<file path="src/rtl/bss_pkg.sv">
// Constants and opcode patterns shared by the branch, skip and shift unit
package bss_pkg;
   // -----------------------------------------------------------------
   // Status register bit positions
   // -----------------------------------------------------------------
   localparam int FLAG_C = 0;
   localparam int FLAG_Z = 1;
   localparam int FLAG_N = 2;
   localparam int FLAG_V = 3;
   localparam int FLAG_S = 4;
   localparam int FLAG_H = 5;
   localparam int FLAG_T = 6;
   localparam int FLAG_I = 7;

   // -----------------------------------------------------------------
   // Reset values and limits
   // -----------------------------------------------------------------
   localparam logic [7:0] STATUS_RESET = 8'h00;
   localparam logic [4:0] IO_BIT_TOP   = 5'h1F;
   localparam logic [4:0] HI_REG_BASE  = 5'h10;

   // -----------------------------------------------------------------
   // Cycle counts, expressed as extra stall cycles after the first
   // -----------------------------------------------------------------
   localparam logic [1:0] HOLD_SKIP_ONE = 2'h1;
   localparam logic [1:0] HOLD_SKIP_TWO = 2'h2;
   localparam logic [1:0] HOLD_TAKEN    = 2'h1;
   localparam logic [1:0] HOLD_IO_RMW   = 2'h1;

   // -----------------------------------------------------------------
   // Opcode masks and patterns
   // -----------------------------------------------------------------
   localparam logic [15:0] M_CPI   = 16'hF000;
   localparam logic [15:0] P_CPI   = 16'h3000;
   localparam logic [15:0] M_SKR   = 16'hFE08;
   localparam logic [15:0] P_SKRC  = 16'hFC00;
   localparam logic [15:0] P_SKRS  = 16'hFE00;
   localparam logic [15:0] M_IOB   = 16'hFF00;
   localparam logic [15:0] P_CLRIO = 16'h9800;
   localparam logic [15:0] P_SKIOC = 16'h9900;
   localparam logic [15:0] P_SETIO = 16'h9A00;
   localparam logic [15:0] P_SKIOS = 16'h9B00;
   localparam logic [15:0] M_BRF   = 16'hFC00;
   localparam logic [15:0] P_BRFS  = 16'hF000;
   localparam logic [15:0] P_BRFC  = 16'hF400;
   localparam logic [15:0] M_ADDF  = 16'hFC00;
   localparam logic [15:0] P_LSL   = 16'h0C00;
   localparam logic [15:0] P_ROL   = 16'h1C00;
   localparam logic [15:0] M_ONE   = 16'hFE0F;
   localparam logic [15:0] P_SWAP  = 16'h9402;
   localparam logic [15:0] P_ASR   = 16'h9405;
   localparam logic [15:0] P_LSR   = 16'h9406;
   localparam logic [15:0] P_ROR   = 16'h9407;
   localparam logic [15:0] M_JMPC  = 16'hFE0C;
   localparam logic [15:0] P_JMPC  = 16'h940C;
   localparam logic [15:0] P_LDDIR = 16'h9000;
   localparam logic [15:0] P_STDIR = 16'h9200;

   // Operation selected for the current instruction
   typedef enum logic [3:0] {
      OP_NONE, OP_CPI, OP_SKR, OP_SKIO, OP_BRF, OP_IOBIT,
      OP_LSL, OP_LSR, OP_ROL, OP_ROR, OP_ASR, OP_SWAP
   } bss_op_t;
endpackage

</file>
<file path="src/rtl/bss_exec.sv">
// Execution unit for compare-immediate, skips, flag branches, I/O bit ops
// and shifts
//
// How it works
// - Compare with constant, flags only, one cycle
// - Skip on working register bit value
// - Skip on low I/O register bit
// - Flag branch loads PC plus k plus one
// - Carry, zero, negative branches test one flag
// - Signed branches test N xor V
// - Half-carry branches on H set or clear
// - Transfer bit branches on T
// - Overflow branches on V
// - Interrupt enable branches on I
// - Set or clear one I/O bit, two cycles
// - Logical left shift, zero into bit 0
// - Logical right shift, zero into bit 7
// - Rotate left through carry
// - Rotate right through carry
// - Arithmetic right shift keeps bit 7
// - Swap nibbles, no flags changed
// - I/O bit ops reach addresses 0x00 to 0x1F
//
// The implementer's own choices: the placing of the registers and the plain strobed port.
`timescale 1ns/10ps
`default_nettype none
module bss_exec
   import bss_pkg::*;
#(
   parameter int PC_W = 13                      // Program counter width
) (
   input  wire logic            REF_CLK,        // Core clock, 100 MHz
   input  wire logic            RESET,          // Async reset, high
   input  wire logic            INSTR_VALID,    // Instruction word present
   input  wire logic [15:0]     INSTR,          // Instruction at PC
   input  wire logic [15:0]     NEXT_INSTR,     // Word after it
   output logic                 BUSY,           // Stall, hold instruction
   output logic [PC_W-1:0]      PC,             // Program counter
   output logic [4:0]           RF_RADDR,       // Register read address
   input  wire logic [7:0]      RF_RDATA,       // Register read data
   output logic                 RF_WE,          // Register write strobe
   output logic [4:0]           RF_WADDR,       // Register write address
   output logic [7:0]           RF_WDATA,       // Register write data
   output logic [4:0]           IO_ADDR,        // Low I/O address
   input  wire logic [7:0]      IO_RDATA,       // Low I/O read data
   output logic                 IO_WE,          // I/O write strobe
   output logic [4:0]           IO_WADDR,       // I/O write address
   output logic [7:0]           IO_WDATA,       // I/O write data
   input  wire logic            STATUS_LOAD,    // Load flags from core
   input  wire logic [7:0]      STATUS_LOAD_DATA, // Flags to load
   output logic [7:0]           STATUS_REG      // Status register
);
   // ------------------------------------------------------------------
   // Decode helpers
   // ------------------------------------------------------------------
   // Masked opcode compare, used for every pattern
   function automatic logic op_is(input logic [15:0] w,
                                  input logic [15:0] m,
                                  input logic [15:0] p);
      op_is = ((w & m) == p);
   endfunction

   // Words that carry a second address word
   function automatic logic two_words(input logic [15:0] w);
      two_words = op_is(w, M_JMPC, P_JMPC) || op_is(w, M_ONE, P_LDDIR)
                  || op_is(w, M_ONE, P_STDIR);
   endfunction

   typedef enum {ST_EXEC, ST_HOLD} bss_state_t;

   bss_state_t      state_q;
   logic [1:0]      hold_q;
   logic [1:0]      hold_d;
   logic [PC_W-1:0] pc_q;
   logic [PC_W-1:0] pc_d;
   logic [7:0]      status_q;
   logic [7:0]      status_d;
   logic            flags_we;
   bss_op_t         op;
   logic            accept;
   logic [7:0]      res;
   logic            wr_reg;
   logic            wr_io;
   logic            cond;
   logic            rd_bit;
   logic [PC_W-1:0] disp;
   logic            rf_we_q;
   logic [4:0]      rf_waddr_q;
   logic [7:0]      rf_wdata_q;
   logic            io_we_q;
   logic [4:0]      io_waddr_q;
   logic [7:0]      io_wdata_q;

   assign accept = INSTR_VALID && (state_q == ST_EXEC);
   assign BUSY   = (state_q == ST_HOLD);

   // ------------------------------------------------------------------
   // Instruction class decode
   // ------------------------------------------------------------------
   // SHIFT_LEFT_LOGICAL and ROTATE_LEFT_VIA_CARRY share the add encodings with equal source and target
   always_comb begin
      op = OP_NONE;
      if (op_is(INSTR, M_CPI, P_CPI)) begin
         op = OP_CPI;
      end else if (op_is(INSTR, M_SKR, P_SKRC)
                   || op_is(INSTR, M_SKR, P_SKRS)) begin
         op = OP_SKR;
      end else if (op_is(INSTR, M_IOB, P_SKIOC)
                   || op_is(INSTR, M_IOB, P_SKIOS)) begin
         op = OP_SKIO;
      end else if (op_is(INSTR, M_IOB, P_SETIO)
                   || op_is(INSTR, M_IOB, P_CLRIO)) begin
         op = OP_IOBIT;
      end else if (op_is(INSTR, M_BRF, P_BRFS)
                   || op_is(INSTR, M_BRF, P_BRFC)) begin
         op = OP_BRF;
      end else if (INSTR[8:4] == {INSTR[9], INSTR[3:0]}
                   && op_is(INSTR, M_ADDF, P_LSL)) begin
         op = OP_LSL;
      end else if (INSTR[8:4] == {INSTR[9], INSTR[3:0]}
                   && op_is(INSTR, M_ADDF, P_ROL)) begin
         op = OP_ROL;
      end else if (op_is(INSTR, M_ONE, P_LSR)) begin
         op = OP_LSR;
      end else if (op_is(INSTR, M_ONE, P_ROR)) begin
         op = OP_ROR;
      end else if (op_is(INSTR, M_ONE, P_ASR)) begin
         op = OP_ASR;
      end else if (op_is(INSTR, M_ONE, P_SWAP)) begin
         op = OP_SWAP;
      end
   end

   // Compare uses only the upper half of the register file
   assign RF_RADDR = (op == OP_CPI) ? (HI_REG_BASE | {1'b0, INSTR[7:4]})
                                    : INSTR[8:4];
   // The opcode has only five address bits, so no access leaves 0x00-0x1F
   assign IO_ADDR  = INSTR[7:3] & IO_BIT_TOP;

   // Bit under test for the skip forms
   assign rd_bit = (op == OP_SKIO) ? IO_RDATA[INSTR[2:0]]
                                   : RF_RDATA[INSTR[2:0]];

   // Branch displacement, sign extended to the counter width
   assign disp = PC_W'($signed(INSTR[9:3]));

   // ------------------------------------------------------------------
   // Execute: result, flags, next PC and stall length
   // ------------------------------------------------------------------
   always_comb begin
      res      = 8'h00;
      wr_reg   = 1'b0;
      wr_io    = 1'b0;
      flags_we = 1'b0;
      cond     = 1'b0;
      status_d = status_q;
      pc_d     = pc_q + PC_W'(1);
      hold_d   = 2'h0;
      case (op)
         OP_CPI: begin
            // Difference is formed for flags only, never written back
            res = RF_RDATA - {INSTR[11:8], INSTR[3:0]};
            flags_we = 1'b1;
            status_d[FLAG_H] = (~RF_RDATA[3] & INSTR[3])
                               | (INSTR[3] & res[3])
                               | (res[3] & ~RF_RDATA[3]);
            status_d[FLAG_V] = (RF_RDATA[7] & ~INSTR[11] & ~res[7])
                               | (~RF_RDATA[7] & INSTR[11] & res[7]);
            status_d[FLAG_C] = (~RF_RDATA[7] & INSTR[11])
                               | (INSTR[11] & res[7])
                               | (res[7] & ~RF_RDATA[7]);
            status_d[FLAG_N] = res[7];
            status_d[FLAG_Z] = (res == 8'h00);
            status_d[FLAG_S] = res[7] ^ status_d[FLAG_V];
         end
         OP_SKR, OP_SKIO: begin
            // Bit 9 selects skip on one, else skip on zero
            cond = (rd_bit == INSTR[9]);
            if (cond) begin
               if (two_words(NEXT_INSTR)) begin
                  pc_d   = pc_q + PC_W'(3);
                  hold_d = HOLD_SKIP_TWO;
               end else begin
                  pc_d   = pc_q + PC_W'(2);
                  hold_d = HOLD_SKIP_ONE;
               end
            end
         end
         OP_BRF: begin
            // Named forms are this test with a fixed flag index
            // C: same-or-higher/lower; Z, N, H, T, V, I alike; S=N^V
            cond = (status_q[INSTR[2:0]] == ~INSTR[10]);
            if (INSTR[2:0] == 3'(FLAG_S)) begin
               cond = ((status_q[FLAG_N] ^ status_q[FLAG_V])
                       == ~INSTR[10]);
            end
            if (cond) begin
               pc_d   = pc_q + PC_W'(1) + disp;
               hold_d = HOLD_TAKEN;
            end
         end
         OP_IOBIT: begin
            // Only the addressed bit moves; status bits cleared by a one
            // elsewhere in the register are written back as read
            res = IO_RDATA;
            res[INSTR[2:0]] = INSTR[9];
            wr_io  = 1'b1;
            hold_d = HOLD_IO_RMW;
         end
         OP_LSL, OP_ROL, OP_LSR, OP_ROR, OP_ASR: begin
            wr_reg   = 1'b1;
            flags_we = 1'b1;
            if (op == OP_LSL) begin
               res = {RF_RDATA[6:0], 1'b0};
               status_d[FLAG_C] = RF_RDATA[7];
            end else if (op == OP_ROL) begin
               res = {RF_RDATA[6:0], status_q[FLAG_C]};
               status_d[FLAG_C] = RF_RDATA[7];
            end else if (op == OP_LSR) begin
               res = {1'b0, RF_RDATA[7:1]};
               status_d[FLAG_C] = RF_RDATA[0];
            end else if (op == OP_ROR) begin
               res = {status_q[FLAG_C], RF_RDATA[7:1]};
               status_d[FLAG_C] = RF_RDATA[0];
            end else begin
               res = {RF_RDATA[7], RF_RDATA[7:1]};
               status_d[FLAG_C] = RF_RDATA[0];
            end
            // Common shift flags: overflow is sign xor carry out
            status_d[FLAG_N] = res[7];
            status_d[FLAG_Z] = (res == 8'h00);
            status_d[FLAG_V] = res[7] ^ status_d[FLAG_C];
            status_d[FLAG_S] = status_d[FLAG_N] ^ status_d[FLAG_V];
         end
         OP_SWAP: begin
            res    = {RF_RDATA[3:0], RF_RDATA[7:4]};
            wr_reg = 1'b1;
         end
         default: begin
            res = 8'h00;
         end
      endcase
   end

   // ------------------------------------------------------------------
   // Sequencer: stall cycles after a skip, taken branch or I/O write
   // ------------------------------------------------------------------
   always_ff @(posedge REF_CLK or posedge RESET) begin
      if (RESET) begin
         state_q <= ST_EXEC;
         hold_q  <= 2'h0;
      end else begin
         case (state_q)
            ST_EXEC: begin
               if (accept && hold_d != 2'h0) begin
                  state_q <= ST_HOLD;
                  hold_q  <= hold_d;
               end
            end
            ST_HOLD: begin
               if (hold_q == 2'h1) begin
                  state_q <= ST_EXEC;
               end
               hold_q <= hold_q - 2'h1;
            end
            default: begin
               state_q <= ST_EXEC;
               hold_q  <= 2'h0;
            end
         endcase
      end
   end

   // ------------------------------------------------------------------
   // Program counter, moved once per accepted instruction
   // ------------------------------------------------------------------
   always_ff @(posedge REF_CLK or posedge RESET) begin
      if (RESET) begin
         pc_q <= '0;
      end else if (accept) begin
         pc_q <= pc_d;
      end
   end

   // ------------------------------------------------------------------
   // Status register: own flag updates win over a core load
   // ------------------------------------------------------------------
   always_ff @(posedge REF_CLK or posedge RESET) begin
      if (RESET) begin
         status_q <= STATUS_RESET;
      end else if (accept && flags_we) begin
         status_q <= status_d;
      end else if (STATUS_LOAD) begin
         status_q <= STATUS_LOAD_DATA;
      end
   end

   // ------------------------------------------------------------------
   // Register file write port, one cycle after execute
   // ------------------------------------------------------------------
   // Registered for timing; the file must forward a pending write
   always_ff @(posedge REF_CLK or posedge RESET) begin
      if (RESET) begin
         rf_we_q    <= 1'b0;
         rf_waddr_q <= 5'h00;
         rf_wdata_q <= 8'h00;
      end else begin
         rf_we_q <= accept && wr_reg;
         if (accept && wr_reg) begin
            rf_waddr_q <= INSTR[8:4];
            rf_wdata_q <= res;
         end
      end
   end

   // ------------------------------------------------------------------
   // I/O write port: second cycle of the bit set or clear
   // ------------------------------------------------------------------
   always_ff @(posedge REF_CLK or posedge RESET) begin
      if (RESET) begin
         io_we_q    <= 1'b0;
         io_waddr_q <= 5'h00;
         io_wdata_q <= 8'h00;
      end else begin
         io_we_q <= accept && wr_io;
         if (accept && wr_io) begin
            io_waddr_q <= IO_ADDR;
            io_wdata_q <= res;
         end
      end
   end

   // Outputs
   assign PC         = pc_q;
   assign STATUS_REG = status_q;
   assign RF_WE      = rf_we_q;
   assign RF_WADDR   = rf_waddr_q;
   assign RF_WDATA   = rf_wdata_q;
   assign IO_WE      = io_we_q;
   assign IO_WADDR   = io_waddr_q;
   assign IO_WDATA   = io_wdata_q;
endmodule
`default_nettype wire

</file>
<file path="config.mk">
export PLATFORM = sky130hd
export DESIGN_NAME = bss_exec
export DESIGN_NICKNAME = d
export VERILOG_FILES = /design/src/rtl/bss_pkg.sv /design/src/rtl/bss_exec.sv
export SDC_FILE = /design/constraint.sdc
export NUM_CORES = 1
export LEC_CHECK = 0
export ABC_AREA = 1
export ABC_CLOCK_PERIOD_IN_PS = 7300
export BUFFER_PORTS_ARGS = -buffer_cell sky130_fd_sc_hd__clkbuf_2
export CELL_PAD_IN_SITES_DETAIL_PLACEMENT = 1
export CELL_PAD_IN_SITES_GLOBAL_PLACEMENT = 1
export CORE_MARGIN = 5
export CORE_UTILIZATION = 40
export CTS_CLUSTER_DIAMETER = 150
export DETAILED_ROUTE_END_ITERATION = 8
export PLACE_DENSITY = 0.87
export REMOVE_ABC_BUFFERS = 1
export SYNTH_ARGS = -nofsm -noshare
export SYNTH_HDL_FRONTEND = slang
export SYNTH_SLANG_ARGS = --single-unit
</file>
<file path="constraint.sdc">
create_clock -name REF_CLK -period 7.3 [get_ports REF_CLK]
set_input_delay 0.365 -clock REF_CLK [delete_from_list [all_inputs] [get_ports REF_CLK]]
set_output_delay 0.365 -clock REF_CLK [all_outputs]
set_load 0.005 [all_outputs]
</file>
==> impl_metrics.tcl, run 1 <==
set metrics [dict create \
    status "finished clean" \
    max-vdd-ir-drop_uv 116 \
    hold_buffers 0 \
    fin_nets 1135 \
    relSlewSlack 0.538 \
    track_usage 0.247 \
    hp-class "in -> async" \
    ant_nets 0 \
    dpl.cell_count 1217 \
    cp-end-kind "flip-flop" \
    r2r_setup_slack_ns 3.98 \
    htreeDepth 2 \
    critPathLaunchType "flip-flop" \
    grt_overflow_total 0 \
    post_cts_buffers 0 \
    grt_antenna_before_repair 0 \
    ys.flop_type "dfrtp_1" \
    min_period_ns 3.32 \
    syn_area_sq_mm 0.00585 \
    setup_viol 0 \
    crit_end "PC[12]$_DFFE_PP0P_" \
    grt_max_degree 53 \
    cp_max_fo 7 \
    tns_ns 0 \
    cts_buffer_depth 2 \
    layoutNonFillerInstCount 1225 \
    synthArstFlopShare 1.00 \
    detail_route.wl_per_cell_um 17.1 \
    io_buffers 114 \
    final_cell_area_sq_mm 0.00661 \
    power.leakage_uw 0.00367 \
    crit_family "simple AND/OR/NAND/NOR gates" \
    maxSlewViolCount 0 \
    rr_endpoint "PC[12]$_DFFE_PP0P_" \
    p_per_area_mw_per_mm2 265 \
    cts_buffers 5 \
    die_height_um 131 \
    synth-edff-count 0 \
    crit_top_cell "nand2_1" \
    syn_to_final_growth_pct 13.0 \
    layout-drive-gt1-share 0.171 \
    route.detailed.drc 0 \
    diodes 0 \
    skew_ns 0.00943 \
    cp-startpoint "PC[1]$_DFFE_PP0P_" \
    clk_latency_ns 0.31 \
    rsz0062_at_grt "false" \
    r2r-start "PC[1]$_DFFE_PP0P_" \
    fillCellCount 2021 \
    yosysWarnings 0 \
    start_util 0.406 \
    crit_cells 19 \
    viasPerCell 5.38 \
    core_sq_mm 0.0144 \
    worstMarginPinSlew_ns 0.693 \
    hold_viol 0 \
    crit_arrival_ns 3.50 \
    path_clk_slew_ns 0.08 \
    syn_area_per_cell_sq_um 6.15 \
    cts_tree "done" \
    crit_chain "ha_1, nand2_1, nor2_1, nand2_1, xor2_1, inv_1, ha_1, inv_1, o21ai_0, a21boi_0, nand2_1, nor2_1, nand3_1, nand2_1, nand2_1, nand3_1, nand3_1, nand2_1, o21ai_0" \
    drt_iter0_drc 462 \
    die_area_sq_mm 0.0171 \
    postSynthRegisterBits 52 \
    finalCritPeriodShare 0.454 \
    vias 6588 \
    fmax_ghz 0.302 \
    critPathKind "reg -> reg" \
    ys_seq_area_frac 0.222 \
    placedInstanceArea_sq_mm 0.00646 \
    finalWirelength_um 20900 \
    synth_cell_types 45 \
    dp.final_hpwl_um 16200 \
    reg2reg_depth 19 \
    gp_congestion 0.971 \
    grt_pass1_vias 6549 \
    critPathRequiredTime_ns 7.49 \
    cts_root_buf "clkbuf_16" \
    synth_cells 951 \
    crit_buf_inv 2 \
    ctsResizeCount 0 \
    pin_count 120 \
    drt_pre_antenna_iters 5 \
    slowest_stage "dfrtp_1" \
    grt_pass1_wl_um 33500 \
    cap_violations 0 \
    critPathMaxStageDelay_ns 0.52 \
    die_w_um 131 \
    rows 44 \
    cts_num_sinks 52 \
]
-- synth_stat cells, drive strengths merged, types with 2 or more instances --
cell / instances / share of area
a21o: 2 / 0.0026
a21oi: 41 / 0.035
a22oi: 2 / 0.0026
buf: 23 / 0.028
clkbuf: 11 / 0.0073
clkinv: 4 / 0.0026
dfrtp: 52 / 0.22
fa: 5 / 0.017
ha: 30 / 0.064
inv: 118 / 0.077
nand2: 354 / 0.23
nand3: 77 / 0.070
nand4: 16 / 0.017
nor2: 76 / 0.058
nor3: 8 / 0.0068
nor3b: 2 / 0.0034
o211ai: 16 / 0.021
o21a: 3 / 0.0038
o21ai: 52 / 0.050
o21bai: 3 / 0.0038
or2: 12 / 0.013
xnor2: 6 / 0.0090
xor2: 33 / 0.049
-- routing by layer --
layer  track usage  wire length, um  up-vias
met4        0.0563              311        0
met3        0.0305             1190       23
met1         0.346             9630     3171
li1              -                -     3197
met5             0                0        -
met2         0.406             9790      197
-- state kept, by name (all words and copies together), names as in the netlist --
signal      flops
IO_WADDR        5
IO_WDATA        8
IO_WE           1
PC             13
RF_WADDR        5
RF_WDATA        8
RF_WE           1
STATUS_REG      8
hold_q          2
state_q         1
-- where the power goes --
| part | leakage [uW] | internal [uW] | switching (uW) |
|---|---|---|---|
| Clock | 0.0000708 | 130 | 129 |
| Sequential | 0.000668 | 334 | 92.4 |
| Combinational | 0.00293 | 384 | 681 |
| Total | 0.00367 | 848 | 902 |
-- final cells by class --
type                    count  area, sq um  area share
well taps                 184          230      0.0348
repair buffers            116          586      0.0886
clock inverters             3         25.0     0.00379
clock buffers               5          125      0.0189
flip-flops and latches     52         1300       0.197
inverters                 122          463      0.0700
multi-input cells         743         3880       0.587
-- worst min path at each step --
stage,startpoint,slack (ns),depth (start not counted),to
2_1_floorplan,IO_WDATA[0]$_DFFE_PP0P_,0.47,2,IO_WDATA[0]$_DFFE_PP0P_
3_3_place_gp,RF_WDATA[2]$_DFFE_PP0P_,0.46,2,RF_WDATA[2]$_DFFE_PP0P_
3_5_place_dp,RF_WDATA[5]$_DFFE_PP0P_,0.47,2,RF_WDATA[5]$_DFFE_PP0P_
4_1_cts,RESET,0.26,3,IO_WDATA[7]$_DFFE_PP0P_
5_1_grt,STATUS_LOAD_DATA[6],0.29,3,STATUS_REG[6]$_DFFE_PP0P_
6_report,RESET,0.24,3,PC[0]$_DFFE_PP0P_
-- cell families (layout without fill, tap and decap cells) --
family / after synthesis / count (layout) / share of synthesized area
AND/OR/NAND/NOR: 546 / 546 / 0.399
buffers and inverters: 156 / 246 / 0.115
flip-flops: 52 / 52 / 0.222
adder cells (fa/ha/maj): 35 / 35 / 0.0813
XOR/XNOR: 39 / 39 / 0.0584
AO/OA/AOI/OAI: 123 / 123 / 0.124
-- through the flow --
stage / util / setup slack [ns] / hold slack, ns / power, uW
floorplan: - / 4.63 / 0.472 / 1150
detailed placement: 0.448 / 4.02 / 0.474 / 1460
global route: 0.458 / 3.66 / 0.290 / 1900
CTS: 0.458 / 3.99 / 0.264 / 1740
finish: 0.458 / 3.98 / 0.239 / 1750
global placement: 0.448 / 4.09 / 0.465 / 1420
-- layout by cell type (no fill, tap or decap), types with 3 or more instances in the layout --
cell	n
clkbuf_2	114
o211ai_1	16
xnor2_1	6
nor2_1	65
nand2_1	349
nor3_1	8
o21ai_0	34
a21oi_1	41
dfrtp_1	52
xor2_1	33
clkbuf_16	5
fa_1	5
o21ai_2	3
nand2_2	3
o21bai_1	3
or2_2	11
nor2_2	8
nand4_1	16
ha_1	30
nand3_1	74
o21a_1	3
clkinv_1	4
inv_1	101
inv_2	15
o21ai_1	13
-- worst reg2reg max path, cell delays in order, from the launching register on --
cell,delay [ns]
dfrtp_1,0.52
ha_1,0.40
nand2_1,0.18
nor2_1,0.18
nand2_1,0.09
xor2_1,0.22
inv_1,0.12
ha_1,0.33
inv_1,0.13
o21ai_0,0.12
a21boi_0,0.23
nand2_1,0.09
nor2_1,0.13
nand3_1,0.08
nand2_1,0.07
nand2_1,0.05
nand3_1,0.06
nand3_1,0.06
nand2_1,0.06
o21ai_0,0.08
No activity file was read; power rests on OpenSTA's default activity.
==> inputs of run 2 (changes only) <==
Settings changed: ABC_AREA 1 to 0, ABC_CLOCK_PERIOD_IN_PS 7300 to 3300, PLACE_DENSITY 0.87 to 0.83.
Clock period 7.3 ns to 3.3 ns, I/O delays scaled along.
==> impl_metrics.tcl, run 2 <==
set metrics [dict create \
    vias 4987 \
    dp_worst_setup_slack_ns 0.0889 \
    synthArstFlopShare 1.00 \
    cts_buffers 5 \
    syn_to_final_growth_pct 22.0 \
    cp-end-kind "flip-flop" \
    min_from "STATUS_LOAD_DATA[7]" \
    pwr-share-clk 0.182 \
    ys_top_cells_by_count "dfrtp_1 (52), nand2_1 (44), o21ai_0 (32)" \
    critPathKind "reg -> reg" \
    start_util 0.406 \
    die_area_sq_mm 0.0144 \
    synth_top_area_frac 0.268 \
    dp.final_hpwl_um 13600 \
    cp_max_fo 6 \
    largest_register_ffs 13 \
    final_cell_mix "clkbuf_2 (114), dfrtp_1 (51), nand2_1 (44), buf_4 (38), o21ai_0 (32)" \
    cts_buffer_depth 2 \
    crit_end "PC[6]$_DFFE_PP0P_" \
    synth_top_family_by_area "compound AO/OA/AOI/OAI gates" \
    io_buffers 114 \
    diodes 0 \
    tns_ns 0 \
    ys_seq_area_frac 0.268 \
    cts_root_buf "clkbuf_16" \
    power.share.combinational 0.538 \
    final_common_cell "clkbuf_2" \
    fin_ws_ns 0.177 \
    slowest_stage "a2111oi_0" \
    crit_top_cell "ha_1" \
    grt_pass1_wl_um 27800 \
    rows 40 \
    min_period_ns 3.12 \
    seqPwrFrac 0.280 \
    postSynthRegisterBits 52 \
    yosysTopAreaCell "dfrtp_1" \
    worstMarginPinSlew_ns 1.09 \
    hold_buffers 0 \
    grt_antenna_before_repair 0 \
    grt_overflow_total 0 \
    grt_max_degree 51 \
    synthTopCellsByArea "dfrtp_1 (27%), ha_1 (7.7%), mux2_2 (5.6%)" \
    fin_nets 765 \
    viasPerCell 6.10 \
    switching_share 0.426 \
    fmax_ghz 0.320 \
    clk_latency_ns 0.31 \
    final_cell_area_sq_mm 0.00592 \
    synth_compound_area_frac 0.218 \
    crit_chain "ha_1, buf_4, xor2_1, ha_1, nor2b_1, o2111a_1, a2111oi_0, xnor2_1, nand2_1, o41ai_2, a221o_1" \
    synth_fa_ha_area_frac 0.0980 \
    cts_num_sinks 52 \
    switchingPower_uw 1310 \
    power.leakage_uw 0.00287 \
    finish.utilization 0.495 \
    path_clk_slew_ns 0.08 \
    relSlewSlack 0.274 \
    synth_cells 543 \
    crit_arrival_ns 3.32 \
    internal_power_uw 1760 \
    die_height_um 120 \
    finalWirelength_um 17200 \
    power.total_uw 3060 \
    maxSlewViolCount 0 \
    syn_area_sq_mm 0.00485 \
    cp-startpoint "PC[1]$_DFFE_PP0P_" \
    route.detailed.drc 0 \
    gp_congestion 0.954 \
    pin_count 120 \
    hp-class "in -> reg" \
    skew_ns 0.00852 \
    critPathMaxStageDelay_ns 0.59 \
    r2r_setup_slack_ns 0.18 \
    synth-edff-count 0 \
    status "finished clean" \
    finalCritPeriodShare 0.946 \
    placedInstanceArea_sq_mm 0.00573 \
    multi_input_area_sq_mm 0.00330 \
    cts_tree "done" \
    hold_viol 0 \
    htreeDepth 2 \
    track_usage 0.240 \
    reg2reg_depth 11 \
    ant_nets 0 \
    rr_endpoint "PC[6]$_DFFE_PP0P_" \
    regArea_sq_mm 0.00130 \
    max-vdd-ir-drop_uv 211 \
    ys.flop_type "dfrtp_1" \
    core_sq_mm 0.0120 \
    critPathLaunchType "flip-flop" \
    p_per_area_mw_per_mm2 518 \
    yosysWarnings 0 \
    grt_pass1_vias 5370 \
    synth.most_common_cell "dfrtp_1" \
    critPathRequiredTime_ns 3.50 \
    setup_viol 0 \
    fillCellCount 1453 \
    r2r-start "PC[1]$_DFFE_PP0P_" \
    detail_route.wl_per_cell_um 21.0 \
    synth_cell_types 82 \
    yosys.area_share.simple 0.173 \
    layout-drive-gt1-share 0.320 \
    cap_violations 0 \
    syn_area_per_cell_sq_um 8.93 \
    drt_iter0_drc 425 \
    drt_pre_antenna_iters 5 \
    die_w_um 120 \
    synth-xor-area-share 0.0611 \
    muxShareOfSynthArea 0.122 \
]
-- run 2: cell count changes in the layout (fill, tap and decap cells not counted), moves of 13 or more --
| cell | change |
|---|---|
| inv_1 | -75 |
| inv_2 | -14 |
| mux2i_1 | +18 |
| buf_4 | +36 |
| xnor2_1 | +13 |
| mux2_2 | +24 |
| nand2_1 | -305 |
| nand3_1 | -61 |
| xor2_1 | -22 |
| nor2_1 | -36 |
-- run 2: timing repair --
item,CTS,global route
setup buffers,0,0
endpoints found under the hold margin,0,0
gates resized for setup,0,11
endpoints found under the setup margin,0,3
-- run 2: stage by stage --
| stage | hold WS, ns | instances |
|---|---|---|
| floorplan | 0.315 | 510 |
| global placement | 0.399 | 810 |
| detailed placement | 0.405 | 810 |
| CTS | 0.0806 | 818 |
| global route | 0.0940 | 818 |
| finish | 0.0857 | 818 |
-- run 2: worst max-delay path, delay by kind of cell (launching register included) --
family,cells,cell delay (ns)
compound gates,4,1.25
xor+xnor,2,0.29
fa+ha+maj,2,0.54
buf+inv,1,0.16
flops,1,0.46
simple gates,2,0.31
-- run 2: area by class of cell --
type                       count  area share
clock buffer                   5      0.0211
clock inverter                 3     0.00381
inverter                      28      0.0178
multi-input combinational    430       0.558
sequential                    52       0.220
tap                          147      0.0311
timing repair buffer         153       0.148
-- run 2: power by group through the flow --
| stage | Combinational (uW) | Sequential, uW | Clock (uW) |
|---|---|---|---|
| global route | 1810 | 874 | 595 |
| finish | 1650 | 860 | 557 |
| global placement | 1520 | 855 | 0 |
| CTS | 1620 | 851 | 567 |
| detailed placement | 1600 | 864 | 0 |
| floorplan | 981 | 883 | 0 |
-- run 2: logic make-up after synthesis --
kind of cell | after synthesis
xor gates and xnor gates | 33
adders and majority gates | 35
and+or+nand+nor | 160
muxes | 48
buffers and inverters | 61
DFF | 52
AOI/OAI and AO/OA | 154
-- run 2: routing by layer --
| layer | wire, um | global-route usage | vias up |
|---|---|---|---|
| met5 | 0 | 0 | - |
| met4 | 461 | 0.0909 | 0 |
| met3 | 1200 | 0.0372 | 40 |
| met2 | 8380 | 0.408 | 219 |
| met1 | 7140 | 0.307 | 2459 |
| li1 | - | - | 2269 |
-- run 2: worst min path at each step --
stage / cells past startpoint / end / slack [ns]
finish: 2 / STATUS_REG[7]$_DFFE_PP0P_ / 0.09
global route: 2 / STATUS_REG[6]$_DFFE_PP0P_ / 0.09
global placement: 2 / STATUS_REG[6]$_DFFE_PP0P_ / 0.40
CTS: 2 / STATUS_REG[7]$_DFFE_PP0P_ / 0.08
detailed placement: 2 / STATUS_REG[7]$_DFFE_PP0P_ / 0.40
floorplan: 1 / STATUS_REG[6]$_DFFE_PP0P_ / 0.32
